==> config.mk <==
export PLATFORM = sky130hd
export DESIGN_NAME = psl_led_driver
export DESIGN_NICKNAME = d
export VERILOG_FILES = /design/src/rtl/psl_pkg.sv /design/src/rtl/psl_led_driver.sv /design/src/rtl/psl_stretch.sv
export SDC_FILE = /design/constraint.sdc
export NUM_CORES = 1
export LEC_CHECK = 0
export BUFFER_PORTS_ARGS = -buffer_cell sky130_fd_sc_hd__buf_2
export CORE_MARGIN = 1.5
export CORE_UTILIZATION = 55
export DETAILED_ROUTE_END_ITERATION = 12
export PLACE_DENSITY_LB_ADDON = 0.15
export SLEW_MARGIN = 25
export SYNTH_ARGS = -nofsm -noshare
export SYNTH_HDL_FRONTEND = slang
export SYNTH_HIERARCHICAL = 1
export SYNTH_SLANG_ARGS = --single-unit
==> constraint.sdc <==
create_clock -name clk -period 1.7 [get_ports clk]
set_input_delay 0.34 -clock clk [delete_from_list [all_inputs] [get_ports clk]]
set_output_delay 0.34 -clock clk [all_outputs]
set_load 0.01 [all_outputs]
==> src/rtl/psl_pkg.sv <==
// package: constants for the phy status indicator driver
`default_nettype none
package psl_pkg;
    // ----------------------------------------
    // configuration bit positions and indicator reset value
    // ----------------------------------------
    localparam int unsigned CFG_TX_REMAP_BIT     = 2;
    localparam int unsigned CFG_DUPLEX_REMAP_BIT = 1;
    localparam int unsigned PHYAD_DISC_BIT       = 5;
    localparam logic [4:0]  IND_RESET_VALUE      = 5'h1f;
    // ----------------------------------------
    // stretch timing
    // ----------------------------------------
    localparam int unsigned CLK_PERIOD_NS  = 100;
    localparam int unsigned STRETCH_MS     = 50;
    localparam int unsigned STRETCH_CYCLES = (STRETCH_MS * 1000000) / CLK_PERIOD_NS;
    localparam int unsigned STRETCH_W      = 20;
endpackage : psl_pkg
`default_nettype wire

==> src/rtl/psl_led_driver.sv <==
// module: active-low status indicator outputs of the phy
`timescale 1ns/1ps
`default_nettype none
module psl_led_driver #(
    parameter int unsigned STRETCH_CYCLES = psl_pkg::STRETCH_CYCLES
) (
    input  wire logic clk,
    input  wire logic rst_n,
    input  wire logic ce,
    input  wire logic tx_active,
    input  wire logic crs_active,
    input  wire logic link_good,
    input  wire logic polarity_good,
    input  wire logic full_duplex,
    input  wire logic speed_100,
    input  wire logic collision_active,
    input  wire logic tx_indicator_remap,
    input  wire logic duplex_indicator_remap,
    input  wire logic disconnect_state,
    output var  logic tx_activity_indicator_n,
    output var  logic rx_activity_indicator_n,
    output var  logic link_good_indicator_n,
    output var  logic polarity_duplex_indicator_n,
    output var  logic collision_indicator_n
);
    import psl_pkg::*;

    logic tx_on;
    logic rx_on;
    logic [4:0] ind_reg;
    logic [4:0] ind_next;

    // ----------------------------------------
    // activity stretchers
    // ----------------------------------------
    psl_stretch #(.CW(STRETCH_W), .CYCLES(STRETCH_CYCLES)) u_tx_stretch (
        .clk   (clk),
        .rst_n (rst_n),
        .ce    (ce),
        .act   (tx_active),
        .on    (tx_on)
    );
    psl_stretch #(.CW(STRETCH_W), .CYCLES(STRETCH_CYCLES)) u_rx_stretch (
        .clk   (clk),
        .rst_n (rst_n),
        .ce    (ce),
        .act   (crs_active),
        .on    (rx_on)
    );

    // ----------------------------------------
    // indicator selection, bit order tx rx link pol col (4..0), all active low
    // ----------------------------------------
    always_comb begin
        // remap bypasses the stretcher: disconnect is a steady level, not a pulse
        ind_next[4] = tx_indicator_remap ? !disconnect_state : !tx_on;
        ind_next[3] = !rx_on;
        ind_next[2] = !link_good;
        if (duplex_indicator_remap || speed_100) begin
            ind_next[1] = !full_duplex;
        end else begin
            ind_next[1] = !polarity_good;
        end
        // left raw in full duplex; the monitor must disregard it then
        ind_next[0] = !collision_active;
    end

    always_ff @(posedge clk or negedge rst_n) begin
        if (!rst_n) begin
            ind_reg <= IND_RESET_VALUE;
        end else if (ce) begin
            ind_reg <= ind_next;
        end
    end

    assign tx_activity_indicator_n     = ind_reg[4];
    assign rx_activity_indicator_n     = ind_reg[3];
    assign link_good_indicator_n       = ind_reg[2];
    assign polarity_duplex_indicator_n = ind_reg[1];
    assign collision_indicator_n       = ind_reg[0];

    // ----------------------------------------
    // check helpers: enabled cycles since the last activity sample
    // ----------------------------------------
    // saturating, one bit wider than the stretcher so the end of the hold is visible
    localparam int unsigned       IDLE_W    = STRETCH_W + 1;
    localparam logic [IDLE_W-1:0] HOLD_LAST = IDLE_W'(STRETCH_CYCLES);

    logic [IDLE_W-1:0] tx_idle_reg;
    logic [IDLE_W-1:0] tx_idle_next;
    logic              tx_remap_seen_reg;
    logic              tx_remap_seen_next;
    logic [IDLE_W-1:0] rx_idle_reg;
    logic [IDLE_W-1:0] rx_idle_next;

    always_comb begin
        tx_idle_next       = tx_idle_reg;
        // the tx output uses the remap bit seen at the edge that loaded it
        tx_remap_seen_next = tx_indicator_remap;
        if (tx_active) begin
            tx_idle_next = '0;
        end else if (tx_idle_reg != '1) begin
            tx_idle_next = tx_idle_reg + IDLE_W'(1);
        end
    end

    always_ff @(posedge clk or negedge rst_n) begin
        // reset starts saturated: outputs are off as after a long idle
        if (!rst_n) begin
            tx_idle_reg       <= '1;
            tx_remap_seen_reg <= 1'b0;
        end else if (ce) begin
            tx_idle_reg       <= tx_idle_next;
            tx_remap_seen_reg <= tx_remap_seen_next;
        end
    end

    always_comb begin
        rx_idle_next = rx_idle_reg;
        if (crs_active) begin
            rx_idle_next = '0;
        end else if (rx_idle_reg != '1) begin
            rx_idle_next = rx_idle_reg + IDLE_W'(1);
        end
    end

    always_ff @(posedge clk or negedge rst_n) begin
        if (!rst_n) begin
            rx_idle_reg <= '1;
        end else if (ce) begin
            rx_idle_reg <= rx_idle_next;
        end
    end

    // ----------------------------------------
    // checks
    // ----------------------------------------
    tx_active_low_a: assert property (@(posedge clk) disable iff (!rst_n)
        (ce && tx_active && !tx_indicator_remap) ##1 (ce && !tx_indicator_remap)
        |=> !tx_activity_indicator_n)
        else $error("tx indicator not low during transmit");
    tx_remap_disc_a: assert property (@(posedge clk) disable iff (!rst_n)
        (ce && tx_indicator_remap) |=> (tx_activity_indicator_n == !$past(disconnect_state)))
        else $error("tx indicator not showing disconnect state");
    rx_stretch_hold_a: assert property (@(posedge clk) disable iff (!rst_n)
        (ce && $past(ce) && $fell(crs_active)) ##1 ce |=> !rx_activity_indicator_n)
        else $error("rx indicator not stretched after carrier ends");
    rx_active_low_a: assert property (@(posedge clk) disable iff (!rst_n)
        (ce && crs_active) ##1 ce |=> !rx_activity_indicator_n)
        else $error("rx indicator not low during carrier");
    link_follow_a: assert property (@(posedge clk) disable iff (!rst_n)
        ce |=> (link_good_indicator_n == !$past(link_good)))
        else $error("link indicator mismatch");
    pol_default_a: assert property (@(posedge clk) disable iff (!rst_n)
        (ce && !duplex_indicator_remap && !speed_100)
        |=> (polarity_duplex_indicator_n == !$past(polarity_good)))
        else $error("polarity indicator mismatch at 10 Mb/s");
    dup_remap_a: assert property (@(posedge clk) disable iff (!rst_n)
        (ce && duplex_indicator_remap)
        |=> (polarity_duplex_indicator_n == !$past(full_duplex)))
        else $error("duplex indicator mismatch under remap");
    col_follow_a: assert property (@(posedge clk) disable iff (!rst_n)
        ce |=> (collision_indicator_n == !$past(collision_active)))
        else $error("collision indicator mismatch");
    freeze_ce_a: assert property (@(posedge clk) disable iff (!rst_n)
        !ce |=> $stable(ind_reg))
        else $error("indicators changed with clock enable low");
    freeze_stretch_a: assert property (@(posedge clk) disable iff (!rst_n)
        !ce |=> ($stable(tx_on) && $stable(rx_on)))
        else $error("stretchers moved with clock enable low");
    dup_100_a: assert property (@(posedge clk) disable iff (!rst_n)
        (ce && speed_100 && !duplex_indicator_remap)
        |=> (polarity_duplex_indicator_n == !$past(full_duplex)))
        else $error("duplex indicator mismatch at 100 Mb/s");
    remap_over_tx_a: assert property (@(posedge clk) disable iff (!rst_n)
        (ce && tx_indicator_remap && tx_active && !disconnect_state)
        |=> tx_activity_indicator_n)
        else $error("transmit traffic shown while remapped");
    col_in_duplex_a: assert property (@(posedge clk) disable iff (!rst_n)
        (ce && full_duplex) |=> (collision_indicator_n == !$past(collision_active)))
        else $error("collision indicator altered in full duplex");

    // ----------------------------------------
    // hold time checks
    // ----------------------------------------
    // low for idle counts 1..N after the last activity, high from N+1 on
    tx_hold_on_a: assert property (@(posedge clk) disable iff (!rst_n)
        (!tx_remap_seen_reg && tx_idle_reg != '0 && tx_idle_reg <= HOLD_LAST)
        |-> !tx_activity_indicator_n)
        else $error("tx indicator released before the hold time");
    tx_release_a: assert property (@(posedge clk) disable iff (!rst_n)
        (!tx_remap_seen_reg && tx_idle_reg > HOLD_LAST) |-> tx_activity_indicator_n)
        else $error("tx indicator held past the hold time");
    rx_hold_on_a: assert property (@(posedge clk) disable iff (!rst_n)
        (rx_idle_reg != '0 && rx_idle_reg <= HOLD_LAST)
        |-> !rx_activity_indicator_n)
        else $error("rx indicator released before the hold time");
    rx_release_a: assert property (@(posedge clk) disable iff (!rst_n)
        (rx_idle_reg > HOLD_LAST) |-> rx_activity_indicator_n)
        else $error("rx indicator held past the hold time");

    cov_tx_pulse: cover property (@(posedge clk) disable iff (!rst_n)
        $rose(tx_active) ##1 $fell(tx_active));
    cov_tx_remap: cover property (@(posedge clk) disable iff (!rst_n)
        tx_indicator_remap && disconnect_state);
    cov_dup_100: cover property (@(posedge clk) disable iff (!rst_n)
        speed_100 && full_duplex && !duplex_indicator_remap);
    cov_collision: cover property (@(posedge clk) disable iff (!rst_n)
        $fell(collision_indicator_n));
endmodule : psl_led_driver
`default_nettype wire

==> src/rtl/psl_stretch.sv <==
// module: retriggerable monostable that stretches an activity level
`timescale 1ns/1ps
`default_nettype none
module psl_stretch #(
    parameter int unsigned CW     = psl_pkg::STRETCH_W,
    parameter int unsigned CYCLES = psl_pkg::STRETCH_CYCLES
) (
    input  wire logic clk,
    input  wire logic rst_n,
    input  wire logic ce,
    input  wire logic act,
    output var  logic on
);
    import psl_pkg::*;
    logic [CW-1:0] cnt_reg;
    logic [CW-1:0] cnt_next;
    logic          on_reg;
    logic          on_next;

    // ----------------------------------------
    // counter: reloads while active, so every new event restarts the hold
    // ----------------------------------------
    always_comb begin
        cnt_next = cnt_reg;
        if (act) begin
            cnt_next = CW'(CYCLES);
        end else if (cnt_reg != '0) begin
            cnt_next = cnt_reg - CW'(1);
        end
        on_next = act || (cnt_reg > CW'(1));
    end

    always_ff @(posedge clk or negedge rst_n) begin
        if (!rst_n) begin
            cnt_reg <= '0;
            on_reg  <= 1'b0;
        end else if (ce) begin
            cnt_reg <= cnt_next;
            on_reg  <= on_next;
        end
    end

    assign on = on_reg;

    // ----------------------------------------
    // checks
    // ----------------------------------------
    hold_after_act_a: assert property (@(posedge clk) disable iff (!rst_n)
        (ce && act) |=> (cnt_reg == CW'(CYCLES)))
        else $error("stretch counter not reloaded by activity");
    on_follows_act_a: assert property (@(posedge clk) disable iff (!rst_n)
        (ce && act) |=> on_reg)
        else $error("stretched output not on after activity");
    off_when_idle_a: assert property (@(posedge clk) disable iff (!rst_n)
        (ce && !act && cnt_reg <= CW'(1)) |=> !on_reg)
        else $error("stretched output stuck on");
    cov_stretch_end: cover property (@(posedge clk) disable iff (!rst_n) $fell(on_reg));
endmodule : psl_stretch
`default_nettype wire

# Word level (Yosys, flattened, before mapping)
# Cells that the tools add are included.
# Widths: inputs -> output; s select.
[classes] add_sub_neg=2 order_cmp=2 mux=6 reduce_logical=16
[ops] operator="$mux 20" count=4
[ops] operator="$gt 20x1->1 const B" count=2
[ops] operator="$reduce_bool 20->1" count=2
[ops] operator="$sub 20x1->20 const B" count=2
[ops] operator="$logic_not 1->1" count=7
[ops] operator="$reduce_and 2->1" count=2
[ops] operator="$reduce_bool 2->1" count=2
[ops] operator="$logic_or 1x1->1" count=3
[ops] operator="$mux 1" count=2
[totals] register_bits=47 output_inout_bits=5

# Depth between registers and ports, before layout
# Gate-level depths: netlist of run 1.
[logic_depth] depth_word=3 ltp_mapped=7

# Hierarchy
# Netlist of run 1, hierarchy kept.
[modules_own_cells] mod="psl_stretch" n_inst=2 cells_per_inst=150 area_per_inst_um2=1333.8 seq_area_each_um2=525.5
[modules_own_cells] mod="psl_led_driver" n_inst=1 cells_per_inst=18 area_per_inst_um2=227.7 seq_area_each_um2=131.4

# Worst setup path before layout of run 1
# Ideal clock, no wire load.
[synth_timing] path_kind="flip-flop to flip-flop" from="register u_rx_stretch.cnt_reg[14]" to="register u_rx_stretch.cnt_reg[11]" setup_ps=81 arrival_time_ps=1627 t_required_ps=1619 slack_ps=-8 stages_incl_launch_ff=7 period_less_slack_ps=1708 path_cell_list="dfrtp_1 nor4_4 and3_1 nand3_2 buf_6 a311o_1 o211ai_2"
[synth_via] elab_chain_cells=3
[synth_lines] element="start: declaration" line_no="psl_stretch.sv:15" rtl="logic [CW-1:0] cnt_reg;"
[synth_lines] element="start signal: assignment" line_no="psl_stretch.sv:38" rtl="cnt_reg <= cnt_next;"
[synth_lines] element="$reduce_bool 20->1" line_no="psl_stretch.sv:27" rtl="end else if (cnt_reg != '0) begin"
[synth_lines] element="$reduce_bool 2->1 (no source line)"
[synth_lines] element="$reduce_and 2->1 (no source line)"
# Every way passes these cells.
# A chain may end at the register's enable or synchronous reset.

# Worst setup path in the final report of run 1
[layout_timing] from="register u_rx_stretch.cnt_reg[3]" to="register u_rx_stretch.cnt_reg[11]"
[layout_via] elab_chain_cells=3 word_cells_on_any_way=6 classes_between="add/sub: 1; mux: 2; reduce/logical: 3"
[layout_lines] element="$sub 20x1->20 / $reduce_bool 20->1 (equally long branches)" line_no="psl_stretch.sv:28, psl_stretch.sv:27"
[layout_lines] element="$mux 20 / $reduce_bool 2->1 (equally long branches)"
[layout_lines] element="$mux 20 / $reduce_and 2->1 (equally long branches)"
# Parallel ways exist; a longest one is shown, timed or not. The select of a mux whose other input is x is not followed.

==> parameters.txt, run 1 <==
Parameter                              Value

Synth
  Top flip-flop cell by instance count after synthesis    dfrtp_1
  Synth area leaders    dfrtp_1 (36%), nor2_1 (5.4%), dfstp_2 (4.5%)
  Commonest cells post-synth    dfrtp_1 (42), nor2_1 (42), nand2_1 (28)
  Largest area contributor in the netlist    dfrtp_1
  Net count of the mapped netlist    337
  Count of flip-flops with a built-in enable after synthesis    0
  Synthesized instance count    318
  Sequential fraction of the synthesis area    0.408
  Share of the synthesized area in the top cell type    0.363
  Yosys warning count    6
  Post-synth cell types    46
  Total standard cell area after synthesis    2900 sq um
  Syn_area_per_cell    9.10 sq um
  Post-synthesis register bit count    47
  Async SR Flop Fraction    1.00

Cells and area
  Fill cell total of the finished layout    334
  Multi-input logic area    1790 sq um
  Post-route standard cell area excluding fillers    3920 sq um
  Post-Route Utilization    0.772
  Layout net count    423
  Register cell area after layout    1190 sq um
  Number of diodes added for antenna fixing    0
  Synthesis-to-layout area growth    35.3%
  Fraction of layout instances using a drive strength above 1    0.407

Power
  Power after layout    4370 uW
  Static leakage    0.00167 uW
  Maximum ir drop on the vdd rail    0.770 mV
  PD cells    1120 nW/um^2

Global route
  Largest net degree at the start of global routing    32
  Final global-route overflow total    0
  Total routing usage reported by global routing    0.279
  Initial antenna violation count    0
  Number of global-route vias before repair    2675
  First-pass GRT wire length    12200 um

STA
  Setup repair after global routing missed its margin    true
  Final number of setup-violating endpoints    17
  Final critical delay including setup and external delays    1.78 ns
  Measured slew at the worst slew-check pin    0.434 ns
  Normalized max-slew margin    0.711
  Final Worst Setup Slack    -0.0762 ns
  Sum of negative setup slack    -0.538 ns
  Fin Clk Skew    0.00544 ns
  Maximum clock rate    0.563 GHz
  Slew Viols, Final    0
  Portion of the clock cycle consumed by the worst path in the final layout    1.04
  Count of final hold-check violations    0

Routing
  Total number of vias    2934
  Via/cell ratio    6.18
  Post-route ant nets    0
  Number of DRC violations after detailed routing    0
  Wire length per cell    17.2 um
  Number of DRC markers after the initial detailed-route iteration    242
  First drt pass iteration count    5
  Final Routed Wirelength    8150 um

Worst setup path
  Crit path required time    1.94 ns
  Arrival time at the worst endpoint    2.02 ns
  Crit path capture type    flip-flop
  Worst Setup Start Kind    flip-flop
  Internal reg-to-reg setup slack    -0.08 ns
  Maximum fanout along the worst path    5
  CP Class    reg -> reg

Floorplanning
  Total die area    5710 sq um
  Width of the chip    75.6 um
  Ports    18
  Core box area    5070 sq um
  Die extent in y    75.6 um
  Number of placement rows    26
  Initial Util    0.571

Placed design
  Placed cell areas    3500 sq um
  PortBufs    17
  Setup WS pre-CTS    -0.0997 ns
  HPWL after detailed placement    5340 um
  RePlAce Congestion    0.907

Clock network
  Clk_lat worst skew    0.32 ns
  H-tree lvl count    2
  Number of clock sinks    47
  CTS buffer count    5
  CTS tree    done
  Clock slew at reported path FFs    0.09 ns
  Clock root buffer    clkbuf_8
  Clk buf depth    2

Status
  Status    finished with violations
  Failing checks    negative setup slack

Run
  Total of max-cap violations    0

Hold path
  Type of the worst min-delay path    in -> reg
[report_power, final]
group          switching, uW  internal (uW)
Sequential               259           1370
Clock                    413            438
Combinational            951            942
[path summary, 6_finish.rpt]
kind	cells after the start	start	endpoint
worst min-delay path	2	link_good	ind_reg[2]
min in group asynchronous	2	rst_n	u_tx_stretch/cnt_reg[1]
worst max register to register	6	u_rx_stretch/cnt_reg[3]	u_rx_stretch/cnt_reg[11]
worst max-delay path	6	u_rx_stretch/cnt_reg[3]	u_rx_stretch/cnt_reg[11]
worst min register to register	1	u_rx_stretch/on	ind_reg[3]
max in group asynchronous	3	rst_n	ind_reg[2]
[placed cells by master (no fill, tap or decap), types with 9 or more instances in the layout]
master and count:
inv_1 19, dfrtp_1 39, buf_2 17, nand3_1 12, nor2_1 41, nand2_1 26, nor3_2 9, nor3_1 9
nand4_1 10, buf_4 70
[stage by stage]
stage                     hold WS, ns  std cells
after global placement          0.294        457
final                           0.177        475
after global routing            0.191        475
after detailed placement        0.300        457
after CTS                       0.184        470
after floorplan                0.0444        318
[routing by layer]
layer | track usage | vias up | part of all wire
met4 | 0.0913 | 0 | 0.026
met1 | 0.373 | 1414 | 0.44
met5 | 0 | - | 0
li1 | - | 1372 | -
met3 | 0.0608 | 26 | 0.065
met2 | 0.451 | 122 | 0.47
[final cells by class]
type / count / area share
Multi-Input combinational cell: 239 / 0.456
Sequential cell: 47 / 0.303
Timing Repair Buffer: 92 / 0.172
Tap cell: 70 / 0.0224
Inverter: 19 / 0.0182
Clock buffer: 5 / 0.0176
Clock inverter: 3 / 0.0112
[worst max-delay path, cell delays in order, from the launching register on]
cell      delay [ns]
dfrtp_1         0.46
nor4_4          0.32
and3_4          0.28
nand3_2         0.14
buf_6           0.17
a311o_1         0.27
o211ai_2        0.07
[repair_timing]
action | in CTS | in global routing
gates resized for setup | 12 | 47
setup endpoints to repair | 25 | 37
pin swaps | 5 | 14
buffers inserted | 4 | 5
endpoints found under the hold margin | 16 | 0
hold buffers | 1 | 0
[cells by family after synthesis]
group / count (synthesis) / synth area share
fa+ha+maj: 6 / 0.0259
simple gates: 156 / 0.298
flops: 47 / 0.408
compound gates: 68 / 0.186
mux: 9 / 0.0333
buf+inv: 32 / 0.0480
(Power assumes the default switching activity.)
==> run 2: changes to the inputs <==
--- a/config.mk
+++ b/config.mk
@@ -8,6 +8,7 @@
 export BUFFER_PORTS_ARGS = -buffer_cell sky130_fd_sc_hd__buf_2
 export CORE_MARGIN = 1.5
 export CORE_UTILIZATION = 55
+export CTS_CLUSTER_SIZE = 8
 export DETAILED_ROUTE_END_ITERATION = 12
 export PLACE_DENSITY_LB_ADDON = 0.15
 export SLEW_MARGIN = 25
==> constraint.sdc (replaced) <==
create_clock -name clk -period 1.5 [get_ports clk]
set_input_delay 0.3 -clock clk [delete_from_list [all_inputs] [get_ports clk]]
set_output_delay 0.3 -clock clk [all_outputs]
set_load 0.01 [all_outputs]
==> run 2 against run 1 <==
The flow still finishes with violations (negative setup slack); die area is the same; clock skew grew 0.012 ns; fmax shrank 7.0%; non-clock buffer count grew 37; register-to-register slack lost 0.33 ns; first-iteration DRC count grew 150%; final cell count grew 7.8%; flip-flop and latch count is the same; highest routed layer unchanged.
==> parameters.txt, run 2 (synthesis results as in run 1) <==
Parameter                              Value

Status
  Status    finished with violations (unchanged)
  Failing checks    negative setup slack (unchanged)

STA
  Maximum clock rate    0.524 GHz (was 0.563 GHz)
  Portion of the clock cycle consumed by the worst path in the final layout    1.27 (was 1.04)
  Final number of setup-violating endpoints    42 (was 17)
  Final Worst Setup Slack    -0.409 ns (was -0.0762 ns)
  Final critical delay including setup and external delays    1.91 ns (was 1.78 ns)
  Setup repair after global routing missed its margin    true (unchanged)
  Fin Clk Skew    0.0171 ns (was 0.00544 ns)
  Count of final hold-check violations    0 (unchanged)
  Measured slew at the worst slew-check pin    0.524 ns (was 0.434 ns)
  Slew Viols, Final    0 (unchanged)
  Normalized max-slew margin    0.650 (was 0.711)

Routing
  Number of DRC markers after the initial detailed-route iteration    602 (was 242)
  Final Routed Wirelength    14000 um (was 8150 um)
  Uppermost signal routing layer after detailed routing    met4 (unchanged)
  Wire length on met2    6210 um (was 3830 um)
  Wire length per cell    27.4 um (was 17.2 um)
  Wire length on met1    4910 um (was 3580 um)
  Via/cell ratio    7.48 (was 6.18)
  Total number of vias    3831 (was 2934)
  Post-route ant nets    0 (unchanged)
  First drt pass iteration count    7 (was 5)
  Met3 Wirelength    1870 um (was 527 um)
  Number of DRC violations after detailed routing    0 (unchanged)

Power
  PD cells    1350 nW/um^2 (was 1120 nW/um^2)
  Maximum ir drop on the vdd rail    1.08 mV (was 0.770 mV)
  Cell internal power dissipation    3720 uW (was 2750 uW)
  Clk pwr share    0.180 (was 0.195)
  Switching share of power    0.413 (was 0.371)
  Share of total power in combinational logic    0.522 (was 0.433)
  Switching power    2620 uW (was 1620 uW)
  Static leakage    0.00195 uW (was 0.00167 uW)
  Power share of the sequential group    0.298 (was 0.373)

Clock network
  Number of clock sinks    47 (unchanged)
  Clk buf depth    2 (unchanged)
  Clock root buffer    clkbuf_8 (unchanged)
  Clock slew at reported path FFs    0.10 ns (was 0.09 ns)
  H-tree lvl count    2 (unchanged)
  CTS tree    done (unchanged)
  Clk_lat worst skew    0.31 ns (was 0.32 ns)
  CTS buffer count    5 (unchanged)

Global route
  Largest net degree at the start of global routing    48 (was 32)
  First-pass GRT wire length    15400 um (was 12200 um)
  Initial antenna violation count    0 (unchanged)
  Final global-route overflow total    0 (unchanged)
  Number of global-route vias before repair    3152 (was 2675)
  Total routing usage reported by global routing    0.363 (was 0.279)

Worst setup path
  Crit path capture type    flip-flop (unchanged)
  Worst Setup Start Kind    flip-flop (unchanged)
  CP Cell Sequence    nor3_4, and3_4, buf_6, nor3b_4, nor3b_2, a221o_1 (was nor4_4, and3_4, nand3_2, buf_6, a311o_1, o211ai_2)
  Crit path max-delay cell type    dfrtp_1 (unchanged)
  Arrival time at the worst endpoint    2.10 ns (was 2.02 ns)
  Maximum fanout along the worst path    5 (unchanged)
  Slowest stage delay, CP    0.45 ns (was 0.46 ns)
  CP Class    reg -> reg (unchanged)
  Crit path required time    1.69 ns (was 1.94 ns)
  Worst Reg2Reg Path Length in Cells    6 (unchanged)

Hold path
  Hold Path Cell Cnt    2 (unchanged)
  Type of the worst min-delay path    in -> reg (unchanged)

Cells and area
  Fraction of layout instances using a drive strength above 1    0.563 (was 0.407)
  Number of diodes added for antenna fixing    0 (unchanged)
  Fill cell total of the finished layout    161 (was 334)
  Leading cell type in the layout, fill and taps excluded    buf_4 (unchanged)
  Commonest cells after routing, fill and taps aside    buf_4 (89), nor2_1 (38), dfrtp_1 (38) (was buf_4 (70), nor2_1 (41), dfrtp_1 (39))
  Layout net count    460 (was 423)
  Synthesis-to-layout area growth    62.2% (was 35.3%)
  Post-Route Utilization    0.925 (was 0.772)
  Post-route standard cell area excluding fillers    4700 sq um (was 3920 sq um)
  Post-route insts no fill    512 (was 475)

Placed design
  Placed cell areas    3720 sq um (was 3500 sq um)
  PortBufs    17 (unchanged)
  Placed Cells    481 (was 457)
  HPWL after detailed placement    5640 um (was 5340 um)
  RePlAce Congestion    0.867 (was 0.907)

Floorplanning
  Initial Util    0.571 (unchanged)
  Number of placement rows    26 (unchanged)
  Ports    18 (unchanged)
  Core box area    5070 sq um (unchanged)
  Die extent in y    75.6 um (unchanged)
  Total die area    5710 sq um (unchanged)
  Width of the chip    75.6 um (unchanged)

Run
  Total of max-cap violations    0 (unchanged)
## run 2: cell type report
class / instances / area [sq um] / share of cell area
Multi-Input combinational cell: 239 / 2200 / 0.468
Sequential cell: 47 / 1190 / 0.253
Timing Repair Buffer: 129 / 1020 / 0.217
Tap cell: 70 / 87.6 / 0.0187
Clock buffer: 6 / 72.6 / 0.0155
Inverter: 19 / 71.3 / 0.0152
Clock inverter: 2 / 60.1 / 0.0128
## run 2: worst paths after layout
check                                   startpoint                  endpoint  slack, ns
hold / removal                           link_good                ind_reg[2]       0.14
setup / recovery           u_rx_stretch/cnt_reg[6]  u_rx_stretch/cnt_reg[19]      -0.41
setup reg to reg           u_rx_stretch/cnt_reg[6]  u_rx_stretch/cnt_reg[19]      -0.41
max in group asynchronous                    rst_n                ind_reg[1]       0.71
hold reg to reg                    u_rx_stretch/on                ind_reg[3]       0.44
min in group asynchronous                    rst_n  u_tx_stretch/cnt_reg[13]       0.51
## run 2: power by group through the flow
stage | Combinational [uW] | Sequential (uW) | Clock [uW]
finish | 3320 | 1890 | 1140
floorplan | 938 | 1890 | 0
global route | 3380 | 1900 | 1170
detailed placement | 2130 | 1800 | 0
global placement | 2060 | 1780 | 0
CTS | 2490 | 1810 | 1110
## run 2: metal layers
metal  GRT usage  up-vias
met1       0.466     1801
met3      0.0595      147
li1            -     1450
met2       0.625      433
met4       0.119        0
met5           0        -
## run 2: repair_timing
action                     4_1_cts  5_1_grt
resized for setup               77       67
hold buffers                     1        0
buffers inserted                10       12
setup endpoints to repair       41       42
hold endpoints to repair        42        0
pin swaps                       26       44
## run 2: critical path, delay by kind of cell, from the launching register on
kind	cells	cell delay (ns)
simple gates	4	0.89
compound gates	1	0.30
buf+inv	1	0.15
flops	1	0.45
## run 2: through the flow
step | hold slack [ns] | setup slack (ns) | TNS, ns | power, uW
6_report | 0.135 | -0.409 | -10.38 | 6350
3_5_place_dp | 0.305 | -0.303 | -8.27 | 3930
5_1_grt | 0.154 | -0.644 | -12.00 | 6450
3_3_place_gp | 0.304 | -0.241 | -6.19 | 3840
4_1_cts | 0.136 | -0.213 | -5.61 | 5420
2_1_floorplan | 0.00441 | -0.206 | -4.64 | 2830
==> run 3: changes to the inputs <==
--- a/config.mk
+++ b/config.mk
@@ -11,6 +11,7 @@
 export CTS_CLUSTER_SIZE = 8
 export DETAILED_ROUTE_END_ITERATION = 12
 export PLACE_DENSITY_LB_ADDON = 0.15
+export RECOVER_POWER = 50
 export SLEW_MARGIN = 25
 export SYNTH_ARGS = -nofsm -noshare
 export SYNTH_HDL_FRONTEND = slang
==> run 3 against run 2 <==
The flow still finishes with violations (negative setup slack); flip-flop and latch count stayed put; register-to-register slack hardly changed; first-iteration DRC count is 1.8% higher; clock-buffer cell count unchanged; fmax is 0.39% higher; global-route usage did not move; sequential share of layout area up 0.068 points; core utilization down 0.25 points; total power decreased by 0.53%; via count is 1.6% lower; largest cell class unchanged.
==> parameters.txt, run 3 (synthesis results as in run 1) <==
Parameter                              Value

Power
  Power after layout    6320 uW (was 6350 uW)
  Static leakage    0.00195 uW (about the same)
  PD cells    1350 nW/um^2 (about the same)
  Maximum ir drop on the vdd rail    1.06 mV (was 1.08 mV)

Placed design
  PortBufs    17 (unchanged)
  HPWL after detailed placement    5640 um (unchanged)
  RePlAce Congestion    0.867 (unchanged)
  Placed cell areas    3720 sq um (unchanged)
  Placed Cells    481 (unchanged)

STA
  Slew Viols, Final    0 (unchanged)
  Final critical delay including setup and external delays    1.90 ns (was 1.91 ns)
  Sum of negative setup slack    -10.45 ns (was -10.38 ns)
  Portion of the clock cycle consumed by the worst path in the final layout    1.27 (about the same)
  Final number of setup-violating endpoints    42 (unchanged)
  Setup repair after global routing missed its margin    true (unchanged)
  Count of final hold-check violations    0 (unchanged)
  Normalized max-slew margin    0.545 (was 0.650)
  Measured slew at the worst slew-check pin    0.682 ns (was 0.524 ns)
  Final Worst Setup Slack    -0.401 ns (was -0.409 ns)
  Maximum clock rate    0.526 GHz (was 0.524 GHz)
  Fin Clk Skew    0.0179 ns (was 0.0171 ns)

Worst setup path
  Slowest stage delay, CP    0.45 ns (about the same)
  CP Cell Sequence    nor3_4, and3_4, buf_6, nor3b_4, nor3b_2, a221o_1 (unchanged)
  Crit path max-delay cell type    dfrtp_1 (unchanged)
  Kind of cell adding the most delay to the critical path    simple AND/OR/NAND/NOR gates (unchanged)
  Maximum fanout along the worst path    5 (unchanged)
  CP Class    reg -> reg (unchanged)
  Arrival time at the worst endpoint    2.10 ns (about the same)
  Crit path buffers/inverters    1 (unchanged)
  Crit path capture type    flip-flop (unchanged)
  Worst Setup Start Kind    flip-flop (unchanged)
  Crit path required time    1.69 ns (about the same)

Clock network
  Clock root buffer    clkbuf_8 (unchanged)
  Clk buf depth    2 (unchanged)
  Clk_lat worst skew    0.31 ns (about the same)
  H-tree lvl count    2 (unchanged)
  Clock slew at reported path FFs    0.10 ns (about the same)
  CTS tree    done (unchanged)
  CTS buffer count    5 (unchanged)
  Number of clock sinks    47 (unchanged)

Routing
  Number of DRC violations after detailed routing    0 (unchanged)
  Number of DRC markers after the initial detailed-route iteration    613 (was 602)
  Total number of vias    3768 (was 3831)
  Via/cell ratio    7.36 (was 7.48)
  Post-route ant nets    0 (unchanged)
  First drt pass iteration count    6 (was 7)
  Wire length per cell    27.1 um (was 27.4 um)
  Final Routed Wirelength    13900 um (was 14000 um)

Global route
  Total routing usage reported by global routing    0.363 (unchanged)
  Number of global-route vias before repair    3152 (unchanged)
  Initial antenna violation count    0 (unchanged)
  First-pass GRT wire length    15400 um (unchanged)
  Largest net degree at the start of global routing    48 (unchanged)
  Final global-route overflow total    0 (unchanged)

Floorplanning
  Ports    18 (unchanged)
  Die extent in y    75.6 um (unchanged)
  Total die area    5710 sq um (unchanged)
  Core box area    5070 sq um (unchanged)
  Width of the chip    75.6 um (unchanged)
  Number of placement rows    26 (unchanged)
  Initial Util    0.571 (unchanged)

Hold path
  Type of the worst min-delay path    in -> reg (unchanged)

Run
  Total of max-cap violations    0 (unchanged)

Cells and area
  Layout net count    460 (unchanged)
  Number of diodes added for antenna fixing    0 (unchanged)
  Commonest cells after routing, fill and taps aside    buf_4 (89), nor2_1 (38), dfrtp_1 (38) (unchanged)
  Fraction of layout instances using a drive strength above 1    0.563 (unchanged)
  Post-route insts no fill    512 (unchanged)
  Synthesis-to-layout area growth    61.8% (was 62.2%)
  Post-route standard cell area excluding fillers    4680 sq um (was 4700 sq um)
  Leading cell type in the layout, fill and taps excluded    buf_4 (unchanged)

Status
  Status    finished with violations (unchanged)
  Failing checks    negative setup slack (unchanged)
run 3: changes by cell type in the layout (fill, tap and decap cells not counted):
cell | before | now
buf_12 | 1 | 0
clkbuf_4 | 0 | 1
run 3: where the power goes:
part           total, uW  switching [uW]  internal (uW)
Combinational       3290            1790           1500
Sequential          1890             338           1560
Clock               1130             468            667
run 3: cell type report:
| cell class | instances | area (sq um) |
|---|---|---|
| clock inverters | 2 | 60.1 |
| fillers | 163 | 392 |
| inverters | 19 | 71.3 |
| clock buffers | 6 | 72.6 |
| flip-flops and latches | 47 | 1190 |
| multi-input cells | 239 | 2200 |
| well taps | 70 | 87.6 |
| repair buffers | 129 | 1010 |
run 3: per-layer routing:
layer	vias to the layer above	part of all wire	GRT usage
met5	-	0	0
li1	1451	-	-
met1	1784	0.36	0.466
met2	401	0.44	0.625
met3	132	0.13	0.0595
met4	0	0.074	0.119
run 3: final timing paths:
| kind | startpoint | end | slack [ns] | cells past startpoint |
|---|---|---|---|---|
| min in group asynchronous | rst_n | u_tx_stretch/cnt_reg[13] | 0.68 | 3 |
| hold reg to reg | u_rx_stretch/on | ind_reg[3] | 0.44 | 1 |
| max in group asynchronous | rst_n | u_rx_stretch/cnt_reg[3] | 0.30 | 3 |
| setup / recovery | u_rx_stretch/cnt_reg[6] | u_rx_stretch/cnt_reg[19] | -0.40 | 6 |
| hold / removal | link_good | ind_reg[2] | 0.15 | 2 |
| setup reg to reg | u_rx_stretch/cnt_reg[6] | u_rx_stretch/cnt_reg[19] | -0.40 | 6 |
run 3: timing repair:
item	in CTS	in global routing
gates resized for setup	77	67
pin swaps	26	44
setup buffers	10	12
hold buffers	1	0
setup endpoints to repair	41	42
hold endpoints to repair	42	0
run 3: through the flow:
| stage | utilization | hold WS [ns] | setup slack, ns |
|---|---|---|---|
| after floorplan | - | 0.00441 | -0.206 |
| after global placement | 0.733 | 0.304 | -0.241 |
| after detailed placement | 0.733 | 0.305 | -0.303 |
| after CTS | 0.838 | 0.136 | -0.213 |
| after global routing | 0.923 | 0.154 | -0.644 |
| final | 0.923 | 0.146 | -0.401 |
